File: src/hdl/tws_regs.vh
`ifndef TWS_REGS_VH
`define TWS_REGS_VH
// ---------------------------------------------------------------
// Register map
// ---------------------------------------------------------------
`define TWS_ADDR_W       8
`define TWS_CTRL_ADDR    8'h00
`define TWS_STAT_ADDR    8'h04
`define TWS_SHIFT_ADDR   8'h08
`define TWS_BUF_ADDR     8'h0c
`define TWS_STROBE_ADDR  8'h10
// ---------------------------------------------------------------
// Control fields
// ---------------------------------------------------------------
`define TWS_CTRL_EN      0
`define TWS_CTRL_SRC_LO  1
`define TWS_CTRL_SRC_HI  2
`define TWS_CTRL_STALL   3
`define TWS_CTRL_OWN_LO  8
`define TWS_CTRL_OWN_HI  14
`define TWS_OWN_RST      7'h00
`define TWS_SRC_RST      2'h0
`define TWS_SRC_SCL      2'h0
`define TWS_SRC_TIMER    2'h1
`define TWS_SRC_SOFT     2'h2
// ---------------------------------------------------------------
// Status fields, bits 6..4 and 2..0 are write-one-to-clear
// ---------------------------------------------------------------
`define TWS_ST_START     0
`define TWS_ST_OVF       1
`define TWS_ST_GCALL     2
`define TWS_ST_DIR       3
`define TWS_ST_RXDONE    4
`define TWS_ST_TXDONE    5
`define TWS_ST_ABORT     6
`define TWS_ST_RXFULL    7
`define TWS_ST_TXVALID   8
`define TWS_ST_CNT_LO    16
`define TWS_ST_CNT_HI    19
`define TWS_ST_STATE_LO  24
`define TWS_ST_STATE_HI  29
// ---------------------------------------------------------------
// Protocol constants
// ---------------------------------------------------------------
`define TWS_CNT_ARM      4'h8
`define TWS_CNT_LAST     4'hf
`define TWS_GCALL_ADDR   7'h00
`define TWS_RESP_OKAY    2'h0
`define TWS_RESP_SLVERR  2'h2
`endif

File: src/hdl/tws_sync.v
`timescale 1ns/1ps
`default_nettype none
// ---------------------------------------------------------------
// Two-stage synchroniser for the bus pins
// ---------------------------------------------------------------
module tws_sync (
  // Clock and reset
  input  wire       aclk,
  input  wire       aresetn,
  // Asynchronous pins and synchronised copies
  input  wire [1:0] pin_in,
  output wire [1:0] pin_sync
);
  reg [1:0] meta_reg;
  reg [1:0] sync_reg;

  // Idle bus is high, so reset to released levels
  always @(posedge aclk) begin
    if (!aresetn) begin
      meta_reg <= 2'h3;
      sync_reg <= 2'h3;
    end else begin
      meta_reg <= pin_in;
      sync_reg <= meta_reg;
    end
  end

  assign pin_sync = sync_reg;
endmodule // tws_sync
`default_nettype wire

File: src/hdl/tws_shifter.v
`timescale 1ns/1ps
`default_nettype none
`include "tws_regs.vh"
// ---------------------------------------------------------------
// Shift register and bit counter on one shared tick
// ---------------------------------------------------------------
module tws_shifter (
  // Clock and reset
  input  wire       aclk,
  input  wire       aresetn,
  // Control
  input  wire       tick,
  input  wire       din,
  input  wire       load,
  input  wire [7:0] load_val,
  input  wire       arm,
  // State
  output wire [7:0] data,
  output wire [3:0] cnt,
  output wire       ovf
);
  reg [7:0] data_reg;
  reg [3:0] cnt_reg;

  // Carry out of the counter marks eight bits moved
  assign ovf = tick & ~load & ~arm & (cnt_reg == `TWS_CNT_LAST);

  always @(posedge aclk) begin
    if (!aresetn) begin
      data_reg <= 8'h00;
      cnt_reg  <= 4'h0;
    end else if (load) begin
      data_reg <= load_val;
      cnt_reg  <= `TWS_CNT_ARM;
    end else if (arm) begin
      cnt_reg  <= `TWS_CNT_ARM;
    end else if (tick) begin
      data_reg <= {data_reg[6:0], din};
      cnt_reg  <= cnt_reg + 4'h1;
    end
  end

  assign data = data_reg;
  assign cnt  = cnt_reg;
endmodule // tws_shifter
`default_nettype wire

File: src/hdl/tws_top.v
// Functional notes
// SDA falling with SCL high is START
// SDA rising with SCL high is STOP
// Master alone makes clock, START, STOP
// Master sends 7-bit address, direction, MSB first
// Own address acknowledged by SDA low
// Packets are eight bits plus acknowledge
// Master ends transfer after address NACK
// Bytes flow one direction until START/STOP
// Hold SCL low while data not ready; here only with stall_reg set, and missing data after a read ACK aborts instead
// One unbuffered 8-bit shift register; here received and sent bytes pass through rx_buf_reg and tx_buf_reg
// 4-bit counter flags overflow
// Shift clock from SCL, timer, or software
// START sets a status flag
// Hold SCL after START and overflow; here only overflow holds SCL, START pending clears as SCL goes low
// START arms counter for eight bits
// START always detected, restarts address phase
// Own address stored, compared each message
// States: address, master read, master write
// Unmatched address returns idle until START
// General call sets a status flag
// Eighth address bit captured as direction
// Preload or prepare before releasing hold
// Read mode: NACK ends, ACK loads next
// Write mode: STOP after ACK completes receive
// Abort when no data or storage full
// Release hold only after pending cleared
`timescale 1ns/1ps
`default_nettype none
`include "tws_regs.vh"
module tws_top (
  // Clock and reset
  input  wire        aclk,
  input  wire        aresetn,
  // AXI4-Lite write address
  input  wire [7:0]  s_axi_awaddr,
  input  wire        s_axi_awvalid,
  output wire        s_axi_awready,
  // AXI4-Lite write data
  input  wire [31:0] s_axi_wdata,
  input  wire [3:0]  s_axi_wstrb,
  input  wire        s_axi_wvalid,
  output wire        s_axi_wready,
  // AXI4-Lite write response
  output wire [1:0]  s_axi_bresp,
  output wire        s_axi_bvalid,
  input  wire        s_axi_bready,
  // AXI4-Lite read address
  input  wire [7:0]  s_axi_araddr,
  input  wire        s_axi_arvalid,
  output wire        s_axi_arready,
  // AXI4-Lite read data
  output wire [31:0] s_axi_rdata,
  output wire [1:0]  s_axi_rresp,
  output wire        s_axi_rvalid,
  input  wire        s_axi_rready,
  // Timer compare-match pulse, same clock
  input  wire        timer_match,
  // Serial clock pin
  input  wire        scl_i,
  output wire        scl_o,
  output wire        scl_oe,
  // Serial data pin
  input  wire        sda_i,
  output wire        sda_o,
  output wire        sda_oe
);
  // ---------------------------------------------------------------
  // States
  // ---------------------------------------------------------------
  localparam [5:0] S_IDLE  = 6'h01;
  localparam [5:0] S_ADDR  = 6'h02;
  localparam [5:0] S_WR    = 6'h04;
  localparam [5:0] S_RD    = 6'h08;
  localparam [5:0] S_ACKTX = 6'h10;
  localparam [5:0] S_ACKRX = 6'h20;

  // ---------------------------------------------------------------
  // Address decode, shared by read and write paths
  // ---------------------------------------------------------------
  function [2:0] reg_sel;
    input [7:0] a;
    begin
      case (a)
        `TWS_CTRL_ADDR:   reg_sel = 3'h0;
        `TWS_STAT_ADDR:   reg_sel = 3'h1;
        `TWS_SHIFT_ADDR:  reg_sel = 3'h2;
        `TWS_BUF_ADDR:    reg_sel = 3'h3;
        `TWS_STROBE_ADDR: reg_sel = 3'h4;
        default:          reg_sel = 3'h7;
      endcase
    end
  endfunction

  // ---------------------------------------------------------------
  // Declarations
  // ---------------------------------------------------------------
  reg        awready_reg, wready_reg, bvalid_reg, aw_got_reg, w_got_reg;
  reg        arready_reg, rvalid_reg;
  reg [1:0]  bresp_reg, rresp_reg;
  reg [7:0]  aw_addr_reg;
  reg [31:0] w_data_reg, rdata_reg, rd_val;
  reg [3:0]  w_strb_reg;
  reg        en_reg, stall_reg;
  reg [1:0]  src_reg;
  reg [6:0]  own_reg;
  reg [5:0]  state_reg, state_next;
  reg        start_pend_reg, start_pend_next;
  reg        ovf_pend_reg, ovf_pend_next;
  reg        rd_after_reg, rd_after_next;
  reg        dir_reg, dir_next;
  reg [6:0]  flag_reg;
  reg [6:0]  flag_set;
  reg        rx_full_reg, tx_valid_reg;
  reg [7:0]  rx_buf_reg, tx_buf_reg;
  reg        scl_oe_reg, sda_oe_reg, sda_oe_next;
  reg        scl_p_reg, sda_p_reg;
  reg        tick;
  reg        ld, arm, rx_push, tx_pop;
  wire [1:0] pins_s;
  wire       scl_s, sda_s;
  wire [7:0] sh_data;
  wire [3:0] sh_cnt;
  wire       sh_ovf;

  // ---------------------------------------------------------------
  // AXI4-Lite slave
  // ---------------------------------------------------------------
  wire       wr_fire = aw_got_reg & w_got_reg & ~bvalid_reg;
  wire [2:0] wsel    = reg_sel(aw_addr_reg);
  wire       rd_fire = s_axi_arvalid & arready_reg;
  wire [2:0] rsel    = reg_sel(s_axi_araddr);
  wire       ctrl_wr = wr_fire & (wsel == 3'h0);
  wire       stat_wr = wr_fire & (wsel == 3'h1) & w_strb_reg[0];
  wire       buf_wr  = wr_fire & (wsel == 3'h3) & w_strb_reg[0];
  wire       buf_rd  = rd_fire & (rsel == 3'h3);
  wire       soft_tk = wr_fire & (wsel == 3'h4) & w_strb_reg[0] &
                       w_data_reg[0];

  always @(posedge aclk) begin
    if (!aresetn) begin
      awready_reg <= 1'b0;
      wready_reg  <= 1'b0;
      aw_got_reg  <= 1'b0;
      w_got_reg   <= 1'b0;
      bvalid_reg  <= 1'b0;
      bresp_reg   <= `TWS_RESP_OKAY;
      aw_addr_reg <= 8'h00;
      w_data_reg  <= 32'h0000_0000;
      w_strb_reg  <= 4'h0;
    end else begin
      if (s_axi_awvalid & awready_reg) begin
        aw_got_reg  <= 1'b1;
        aw_addr_reg <= s_axi_awaddr;
      end else if (wr_fire) begin
        aw_got_reg  <= 1'b0;
      end
      if (s_axi_wvalid & wready_reg) begin
        w_got_reg  <= 1'b1;
        w_data_reg <= s_axi_wdata;
        w_strb_reg <= s_axi_wstrb;
      end else if (wr_fire) begin
        w_got_reg  <= 1'b0;
      end
      // One write in flight: ready drops once a beat is taken
      awready_reg <= ~aw_got_reg & ~(s_axi_awvalid & awready_reg) &
                     ~bvalid_reg & ~wr_fire;
      wready_reg  <= ~w_got_reg & ~(s_axi_wvalid & wready_reg) &
                     ~bvalid_reg & ~wr_fire;
      if (wr_fire) begin
        bvalid_reg <= 1'b1;
        bresp_reg  <= (wsel == 3'h7) ? `TWS_RESP_SLVERR : `TWS_RESP_OKAY;
      end else if (s_axi_bready) begin
        bvalid_reg <= 1'b0;
      end
    end
  end

  always @* begin
    rd_val = 32'h0000_0000;
    case (rsel)
      3'h0: begin
        rd_val[`TWS_CTRL_EN]                       = en_reg;
        rd_val[`TWS_CTRL_SRC_HI:`TWS_CTRL_SRC_LO]  = src_reg;
        rd_val[`TWS_CTRL_STALL]                    = stall_reg;
        rd_val[`TWS_CTRL_OWN_HI:`TWS_CTRL_OWN_LO]  = own_reg;
      end
      3'h1: begin
        rd_val[6:0]                                = flag_reg;
        rd_val[`TWS_ST_DIR]                        = dir_reg;
        rd_val[`TWS_ST_RXFULL]                     = rx_full_reg;
        rd_val[`TWS_ST_TXVALID]                    = tx_valid_reg;
        rd_val[`TWS_ST_CNT_HI:`TWS_ST_CNT_LO]      = sh_cnt;
        rd_val[`TWS_ST_STATE_HI:`TWS_ST_STATE_LO]  = state_reg;
      end
      3'h2:    rd_val[7:0] = sh_data;
      3'h3:    rd_val[7:0] = rx_buf_reg;
      default: rd_val = 32'h0000_0000;
    endcase
  end

  always @(posedge aclk) begin
    if (!aresetn) begin
      arready_reg <= 1'b0;
      rvalid_reg  <= 1'b0;
      rdata_reg   <= 32'h0000_0000;
      rresp_reg   <= `TWS_RESP_OKAY;
    end else if (rd_fire) begin
      arready_reg <= 1'b0;
      rvalid_reg  <= 1'b1;
      rdata_reg   <= rd_val;
      rresp_reg   <= (rsel == 3'h7) ? `TWS_RESP_SLVERR : `TWS_RESP_OKAY;
    end else if (rvalid_reg & s_axi_rready) begin
      rvalid_reg  <= 1'b0;
    end else if (!rvalid_reg) begin
      arready_reg <= 1'b1;
    end
  end

  // ---------------------------------------------------------------
  // Control register; a rewrite reinitialises the slave
  // ---------------------------------------------------------------
  always @(posedge aclk) begin
    if (!aresetn) begin
      en_reg    <= 1'b0;
      src_reg   <= `TWS_SRC_RST;
      stall_reg <= 1'b0;
      own_reg   <= `TWS_OWN_RST;
    end else if (ctrl_wr) begin
      if (w_strb_reg[0]) begin
        en_reg    <= w_data_reg[`TWS_CTRL_EN];
        src_reg   <= w_data_reg[`TWS_CTRL_SRC_HI:`TWS_CTRL_SRC_LO];
        stall_reg <= w_data_reg[`TWS_CTRL_STALL];
      end
      if (w_strb_reg[1])
        own_reg <= w_data_reg[`TWS_CTRL_OWN_HI:`TWS_CTRL_OWN_LO];
    end
  end

  // ---------------------------------------------------------------
  // Pin sampling and bus conditions
  // ---------------------------------------------------------------
  tws_sync u_sync (
    .aclk     (aclk),
    .aresetn  (aresetn),
    .pin_in   ({scl_i, sda_i}),
    .pin_sync (pins_s)
  );
  assign scl_s = pins_s[1];
  assign sda_s = pins_s[0];

  always @(posedge aclk) begin
    if (!aresetn) begin
      scl_p_reg <= 1'b1;
      sda_p_reg <= 1'b1;
    end else begin
      scl_p_reg <= scl_s;
      sda_p_reg <= sda_s;
    end
  end

  wire start_det = en_reg & scl_s & scl_p_reg & sda_p_reg & ~sda_s;
  wire stop_det  = en_reg & scl_s & scl_p_reg & ~sda_p_reg & sda_s;
  wire scl_rise  = scl_s & ~scl_p_reg;
  wire scl_fall  = ~scl_s & scl_p_reg;
  wire busy      = (state_reg == S_ADDR) | (state_reg == S_WR) |
                   (state_reg == S_RD);
  wire [6:0] adr = sh_data[7:1];
  wire gcall     = (adr == `TWS_GCALL_ADDR);
  wire match     = gcall | (adr == own_reg);
  // Only SCL low is a safe moment to act on a pending event
  wire service   = ovf_pend_reg & ~scl_s;

  // Transmit bits change on SCL falling, receive samples on rising
  always @* begin
    case (src_reg)
      `TWS_SRC_SCL:   tick = (state_reg == S_RD) ? scl_fall : scl_rise;
      `TWS_SRC_TIMER: tick = timer_match;
      `TWS_SRC_SOFT:  tick = soft_tk;
      default:        tick = 1'b0;
    endcase
  end

  tws_shifter u_shift (
    .aclk     (aclk),
    .aresetn  (aresetn),
    .tick     (tick & busy & ~ovf_pend_reg & ~start_pend_reg),
    .din      ((state_reg == S_RD) | sda_s),
    .load     (ld),
    .load_val (tx_buf_reg),
    .arm      (arm),
    .data     (sh_data),
    .cnt      (sh_cnt),
    .ovf      (sh_ovf)
  );

  // ---------------------------------------------------------------
  // Protocol sequencer
  // ---------------------------------------------------------------
  always @* begin
    state_next      = state_reg;
    start_pend_next = start_pend_reg;
    ovf_pend_next   = ovf_pend_reg | sh_ovf;
    rd_after_next   = rd_after_reg;
    dir_next        = dir_reg;
    sda_oe_next     = sda_oe_reg;
    flag_set        = 7'h00;
    ld = 1'b0;
    arm = 1'b0;
    rx_push = 1'b0;
    tx_pop = 1'b0;
    flag_set[`TWS_ST_OVF] = sh_ovf;
    if (start_pend_reg & ~scl_s) begin
      start_pend_next = 1'b0;
      arm = 1'b1;
    end
    if (state_reg == S_RD)
      sda_oe_next = ~sh_data[7];
    if (service) begin
      case (state_reg)
        S_ADDR: begin
          if (!match) begin
            state_next    = S_IDLE;
            ovf_pend_next = 1'b0;
          end else if (sh_data[0] & ~tx_valid_reg & ~stall_reg) begin
            state_next    = S_IDLE;
            ovf_pend_next = 1'b0;
            flag_set[`TWS_ST_ABORT] = 1'b1;
          end else if (~sh_data[0] | tx_valid_reg) begin
            dir_next      = sh_data[0];
            rd_after_next = sh_data[0];
            flag_set[`TWS_ST_GCALL] = gcall;
            state_next    = S_ACKTX;
            sda_oe_next   = 1'b1;
            ovf_pend_next = 1'b0;
          end
        end
        S_WR: begin
          if (rx_full_reg & ~stall_reg) begin
            state_next    = S_IDLE;
            ovf_pend_next = 1'b0;
            flag_set[`TWS_ST_ABORT] = 1'b1;
          end else if (!rx_full_reg) begin
            rx_push       = 1'b1;
            rd_after_next = 1'b0;
            state_next    = S_ACKTX;
            sda_oe_next   = 1'b1;
            ovf_pend_next = 1'b0;
          end
        end
        S_RD: begin
          state_next    = S_ACKRX;
          sda_oe_next   = 1'b0;
          ovf_pend_next = 1'b0;
        end
        default: ovf_pend_next = 1'b0;
      endcase
    end
    case (state_reg)
      S_ACKTX: if (scl_fall) begin
        sda_oe_next = 1'b0;
        if (rd_after_reg) begin
          ld = 1'b1;
          tx_pop = 1'b1;
          state_next = S_RD;
        end else begin
          arm = 1'b1;
          state_next = S_WR;
        end
      end
      S_ACKRX: if (scl_rise & sda_s) begin
        flag_set[`TWS_ST_TXDONE] = 1'b1;
        state_next = S_IDLE;
      end else if (scl_fall) begin
        if (tx_valid_reg) begin
          ld = 1'b1;
          tx_pop = 1'b1;
          state_next = S_RD;
        end else begin
          flag_set[`TWS_ST_ABORT] = 1'b1;
          state_next = S_IDLE;
        end
      end
      default: ;
    endcase
    if (stop_det & (state_reg != S_IDLE)) begin
      flag_set[`TWS_ST_RXDONE] = ~rd_after_reg &
        ((state_reg == S_WR) | (state_reg == S_ACKTX));
      state_next    = S_IDLE;
      sda_oe_next   = 1'b0;
      ovf_pend_next = 1'b0;
    end
    if (start_det) begin
      state_next      = S_ADDR;
      start_pend_next = 1'b1;
      ovf_pend_next   = 1'b0;
      sda_oe_next     = 1'b0;
      flag_set[`TWS_ST_START] = 1'b1;
    end
    if (ctrl_wr | ~en_reg) begin
      state_next      = S_IDLE;
      start_pend_next = 1'b0;
      ovf_pend_next   = 1'b0;
      sda_oe_next     = 1'b0;
    end
  end

  always @(posedge aclk) begin
    if (!aresetn) begin
      state_reg      <= S_IDLE;
      start_pend_reg <= 1'b0;
      ovf_pend_reg   <= 1'b0;
      rd_after_reg   <= 1'b0;
      dir_reg        <= 1'b0;
      flag_reg       <= 7'h00;
      rx_full_reg    <= 1'b0;
      rx_buf_reg     <= 8'h00;
      tx_valid_reg   <= 1'b0;
      tx_buf_reg     <= 8'h00;
      sda_oe_reg     <= 1'b0;
      scl_oe_reg     <= 1'b0;
    end else begin
      state_reg      <= state_next;
      start_pend_reg <= start_pend_next;
      ovf_pend_reg   <= ovf_pend_next;
      rd_after_reg   <= rd_after_next;
      dir_reg        <= dir_next;
      // Set wins over a write-one-to-clear in the same cycle
      flag_reg <= (flag_reg & ~(stat_wr ? w_data_reg[6:0] : 7'h00)) |
                  flag_set;
      if (rx_push) begin
        rx_full_reg <= 1'b1;
        rx_buf_reg  <= sh_data;
      end else if (buf_rd) begin
        rx_full_reg <= 1'b0;
      end
      if (buf_wr) begin
        tx_valid_reg <= 1'b1;
        tx_buf_reg   <= w_data_reg[7:0];
      end else if (tx_pop) begin
        tx_valid_reg <= 1'b0;
      end
      sda_oe_reg <= sda_oe_next;
      // Only pull SCL once the master has it low; never make edges.
      // A hold outlasts its service by a cycle so SDA settles first.
      scl_oe_reg <= (start_pend_next | ovf_pend_next |
                     (scl_oe_reg & ovf_pend_reg)) & ~scl_s;
    end
  end

  // ---------------------------------------------------------------
  // Outputs
  // ---------------------------------------------------------------
  assign s_axi_awready = awready_reg;
  assign s_axi_wready  = wready_reg;
  assign s_axi_bvalid  = bvalid_reg;
  assign s_axi_bresp   = bresp_reg;
  assign s_axi_arready = arready_reg;
  assign s_axi_rvalid  = rvalid_reg;
  assign s_axi_rdata   = rdata_reg;
  assign s_axi_rresp   = rresp_reg;
  assign scl_o         = 1'b0;
  assign scl_oe        = scl_oe_reg;
  assign sda_o         = 1'b0;
  assign sda_oe        = sda_oe_reg;
endmodule // tws_top
`default_nettype wire

File: config.mk
export PLATFORM = sky130hd
export DESIGN_NAME = tws_top
export DESIGN_NICKNAME = d
export VERILOG_FILES = /design/src/hdl/tws_sync.v /design/src/hdl/tws_shifter.v /design/src/hdl/tws_top.v
export VERILOG_INCLUDE_DIRS = /design/src /design/src/hdl
export SDC_FILE = /design/constraint.sdc
export NUM_CORES = 1
export LEC_CHECK = 0
export ABC_AREA = 0
export BUFFER_PORTS_ARGS = -buffer_cell sky130_fd_sc_hd__buf_2
export CORE_MARGIN = 5
export CORE_UTILIZATION = 40
export CTS_BUF_LIST = sky130_fd_sc_hd__clkbuf_8
export CTS_CLUSTER_DIAMETER = 150
export DETAILED_ROUTE_END_ITERATION = 8
export PLACE_DENSITY = 0.67
export SLEW_MARGIN = 25
export SYNTH_ARGS = -nofsm -noshare
export SYNTH_HDL_FRONTEND = slang
export SYNTH_SLANG_ARGS = --single-unit
File: constraint.sdc
create_clock -name aclk -period 6.45 [get_ports aclk]
set_clock_uncertainty 0.15 [all_clocks]
set_input_delay 1.29 -clock aclk [delete_from_list [all_inputs] [get_ports aclk]]
set_output_delay 1.29 -clock aclk [all_outputs]
set_load 0.1 [all_outputs]
==> results by stage <==
Logic synthesis:
- For this run, the number of Yosys warnings is 0.
- The share of the synthesized area in the top cell type is a little under half.
- In the post-synthesis netlist, the biggest area contributors are sky130_fd_sc_hd__dfxtp_1 48%, sky130_fd_sc_hd__mux2i_1 6.9%, sky130_fd_sc_hd__nand2_1 6.6%, sky130_fd_sc_hd__a21oi_1 4.8%, sky130_fd_sc_hd__nor2_1 3.7%.
- The sequential element share of the synthesized area is 47.7%.
- The per-instance average area after synthesis is about 9.1 um^2.
- The netlist area before placement is roughly 5200 um^2.
- The library cell occupying the most area in the post-synthesis netlist is sky130_fd_sc_hd__dfxtp_1.
- The number of synthesized register bits is 124.
- The fraction of synthesized cell area in xor and xnor cells is between 1.5 and 2%.
- The prevailing post-synth register cell is sky130_fd_sc_hd__dfxtp_1.
- The netlist uses approximately 60 different library cells.
- Counting flops with a built-in enable in the synthesized netlist gives 0.
- The simple logic cell fraction of the synthesized area is a little over a fifth.
- The compound-gate portion of the synthesized area is between 15 and 20%.
- The instance count of the mapped netlist is 573.
- By area, the combinational part of the netlist is dominated by simple AND/OR/NAND/NOR gates.
- After Yosys synthesis, full adders, half adders and majority gates account for less than 1% of the synthesized area.
- The share of cell area taken by muxes after synthesis is 9.52%.
- The async set-reset flop share out of synthesis is 0%.

Timing:
- The hold violation count in the final report is 0.
- The worst relative slew slack is ~51%.
- The setup TNS after final layout is 0 ns.
- The final-report setup violation count is 0.
- After layout, the worst path uses 44.6% of the clock period.
- Setup repair after global routing left no endpoint under its margin.
- The worst hold slack is between 0.2 and 0.3 ns.
- The maximum achievable frequency is 0.348 GHz.
- The final critical delay including setup and external delays is roughly 2.9 ns.
- For the pin with the worst max-slew slack, the measured transition is around 0.73 ns.
- The count of pins over their slew limit is 0.

Flow run:
- Across the run, the number of max-cap violations was 0.

Clock network:
- The buffer levels on the longest clock path is 2.
- The TritonCTS clock tree is yes.
- The number of buffers inserted for hold repair after clock tree synthesis is 0.
- The maximum level of the CTS H-tree is 4.
- The later pin in the worst-skew pair is clocked with a latency of around 0.43 ns.
- The number of setup buffers added after CTS is 0.
- The root buffer cell is sky130_fd_sc_hd__clkbuf_8.
- The clock-pin slew on the worst setup and hold paths is 0.07 ns.
- The number of clock sinks is 124.
- The CTS buffer count is 17.
- The number of gates given a new drive strength after cts is 0.

Setup path:
- Data arrives at the worst endpoint at just over 3 ns.
- The worst setup path is captured at a flip-flop.
- The largest fanout on the critical path is ~50.
- The nature of the critical path startpoint is a primary input.
- The critical path data required time is about 6.6 ns.
- The critical path is of the in -> reg type.

Floorplan:
- The placeable core region is 12700 um^2.
- The initial utilization of the core area, before any placement, comes to 41.1%.
- The floorplan step defined a die boundary enclosing around 15000 um^2.
- The initialized floorplan defines 41 standard-cell rows.
- The die is between 100 and 150 um tall.
- The die width is around 120 um.
- During I/O placement, the number of pins put on the boundary was roughly 110.

Cells and area:
- The net count of the finished layout is slightly above 700.
- The fraction of final layout cells sized beyond drive strength 1 is approximately 20%.
- The register with the most flip-flops in the layout has 25 of them.
- The total inserted antenna cells is 0.
- Compared with the post-synthesis result, the final layout area differs by 18.3%.
- The layout has 1224 filler cells.

Power:
- The maximum ir drop on the vdd rail is 127 uV.
- The total leakage power is roughly 2.5 nW.
- In this run the power density over the cells is between 200 and 300 nW/um^2.

Worst hold path:
- The kind of path behind the tightest hold check is reg -> reg.

Routing:
- The number of design-rule violations left by the first detailed-router iteration is 250.
- Dividing the detail-routed wire length by the instance count gives roughly 16 um.
- After detailed routing, the total wire length is ~13 mm.
- The number of vias per cell after detailed routing is ~5.2.
- The via total after detailed routing is 4275.
- The antenna violation net count after detailed routing is 0.
- In the routed design, unresolved DRC markers number 0.
- The first detailed-routing pass took 5 iterations.

GRT:
- The pin count of the biggest net entering global routing is 52.
- The number of antenna violations at the first check in global routing is 0.
- The global-route wire length before repair is between 20 and 25 mm.
- The number of global-route vias before repair is about 4200.
- The combined global-route utilization of all metal layers is 17.9%.
- The global-route congestion overflow total is 0.

Placement:
- The count of buffers added on input and output ports is between 70 and 80.
- Routability-driven placement finished with a final weighted congestion of approximately 0.9.
- Detailed placement finished with a half-perimeter wire length of between 9 and 10 mm.

Outcome:
- The run finished with clean final reports.
[per-stage QoR]
step | total power, mW | std cells | cell area (um^2) | setup slack [ns] | utilization [%]
after floorplan | 0.898 | 583 | 5240 | 3.67 | -
after global placement | 0.919 | 798 | 5680 | 3.15 | 44.8
after detailed placement | 0.922 | 798 | 5680 | 3.10 | 44.8
after CTS | 1.72 | 830 | 6150 | 3.57 | 48.5
after global routing | 1.77 | 830 | 6160 | 3.40 | 48.6
final | 1.70 | 830 | 6160 | 3.57 | 48.6
[kinds of logic after synthesis]
family | after synthesis
DFF | 124
adders and majority gates | 1
other | 1
xor gates and xnor gates | 9
buffers and inverters | 40
AOI/OAI and AO/OA | 124
muxes | 44
and+or+nand+nor | 230
[worst max-delay path: stages]
cell and delay (ns):
sky130_fd_sc_hd__buf_2 0.36, sky130_fd_sc_hd__inv_2 0.28, sky130_fd_sc_hd__buf_4 0.37, sky130_fd_sc_hd__nor2_1 0.23, sky130_fd_sc_hd__nand3_1 0.12, sky130_fd_sc_hd__and2_0 0.15
sky130_fd_sc_hd__a311oi_1 0.23
[synth_stat cells (2+ instances only)]
master,count
sky130_fd_sc_hd__mux2i_1,36
sky130_fd_sc_hd__and2_1,4
sky130_fd_sc_hd__nor2_1,52
sky130_fd_sc_hd__xnor2_1,6
sky130_fd_sc_hd__o21ai_0,13
sky130_fd_sc_hd__o21bai_1,4
sky130_fd_sc_hd__nor3b_1,5
sky130_fd_sc_hd__a211oi_1,4
sky130_fd_sc_hd__clkbuf_1,19
sky130_fd_sc_hd__inv_1,4
sky130_fd_sc_hd__a41oi_1,2
sky130_fd_sc_hd__nand2_1,91
sky130_fd_sc_hd__buf_4,11
sky130_fd_sc_hd__a32o_1,4
sky130_fd_sc_hd__mux4_2,4
sky130_fd_sc_hd__nand3b_1,4
sky130_fd_sc_hd__o21ai_1,8
sky130_fd_sc_hd__nor3_1,18
sky130_fd_sc_hd__a22oi_1,6
sky130_fd_sc_hd__o311a_1,2
sky130_fd_sc_hd__nand4b_1,2
sky130_fd_sc_hd__a22o_1,17
sky130_fd_sc_hd__nand4_1,4
sky130_fd_sc_hd__mux2_2,4
sky130_fd_sc_hd__nor4_1,8
sky130_fd_sc_hd__nor2b_1,9
sky130_fd_sc_hd__o21a_1,2
sky130_fd_sc_hd__nand3_1,9
sky130_fd_sc_hd__nand2b_1,13
sky130_fd_sc_hd__xor2_1,3
sky130_fd_sc_hd__a21oi_1,50
sky130_fd_sc_hd__buf_1,3
sky130_fd_sc_hd__dfxtp_1,124
[power breakdown]
group	switching (mW)	total (mW)	internal, mW
Sequential	0.0106	0.789	0.778
Combinational	0.0886	0.115	0.0262
Clock	0.313	0.796	0.483
[layout by cell type (no fill, tap or decap), drive strengths merged, types with 6 or more instances in the layout]
| cell | netlist | routed |
|---|---|---|
| inv | 5 | 6 |
| clkbuf | 19 | 19 |
| buf | 16 | 78 |
| nor4 | 9 | 9 |
| xnor2 | 6 | 6 |
| dfxtp | 124 | 124 |
| nand3 | 9 | 9 |
| nand2 | 91 | 91 |
| mux2i | 36 | 36 |
| nor2b | 9 | 9 |
| o21ai | 21 | 21 |
| a22o | 17 | 17 |
| nand2b | 13 | 13 |
| nor2 | 52 | 52 |
| conb | 1 | 11 |
| nor3b | 6 | 6 |
| a21oi | 51 | 51 |
| nor3 | 19 | 19 |
| a22oi | 6 | 6 |
[area by class of cell]
type                            count  area [um^2]  share of cell area, %
Multi-Input combinational cell    419         2570                   41.8
Tap cell                          172          215                   3.49
Clock inverter                     13          213                   3.45
Clock buffer                       19          262                   4.25
Sequential cell                   124         2480                   40.3
Inverter                            5         18.8                  0.305
Timing Repair Buffer               78          395                   6.42
[final timing paths]
check | from | to | slack, ns | depth (start not counted)
setup / recovery | aresetn | scl_oe | 3.57 | 7
hold / removal | u_sync.meta_reg[1] | u_sync.pin_sync[1] | 0.26 | 1
setup reg to reg | aw_addr_reg[0] | ovf_pend_reg | 3.80 | 6
hold reg to reg | u_sync.meta_reg[1] | u_sync.pin_sync[1] | 0.26 | 1
[per-layer routing]
layer / wire length, um / vias up / track usage [%]
li1: - / 2150 / -
met4: 220 / 0 / 7.19
met1: 6080 / 1986 / 23.9
met2: 5880 / 122 / 28.1
met5: 0 / - / 0
met3: 894 / 17 / 4.09
Power figures use the tool's default switching activity.
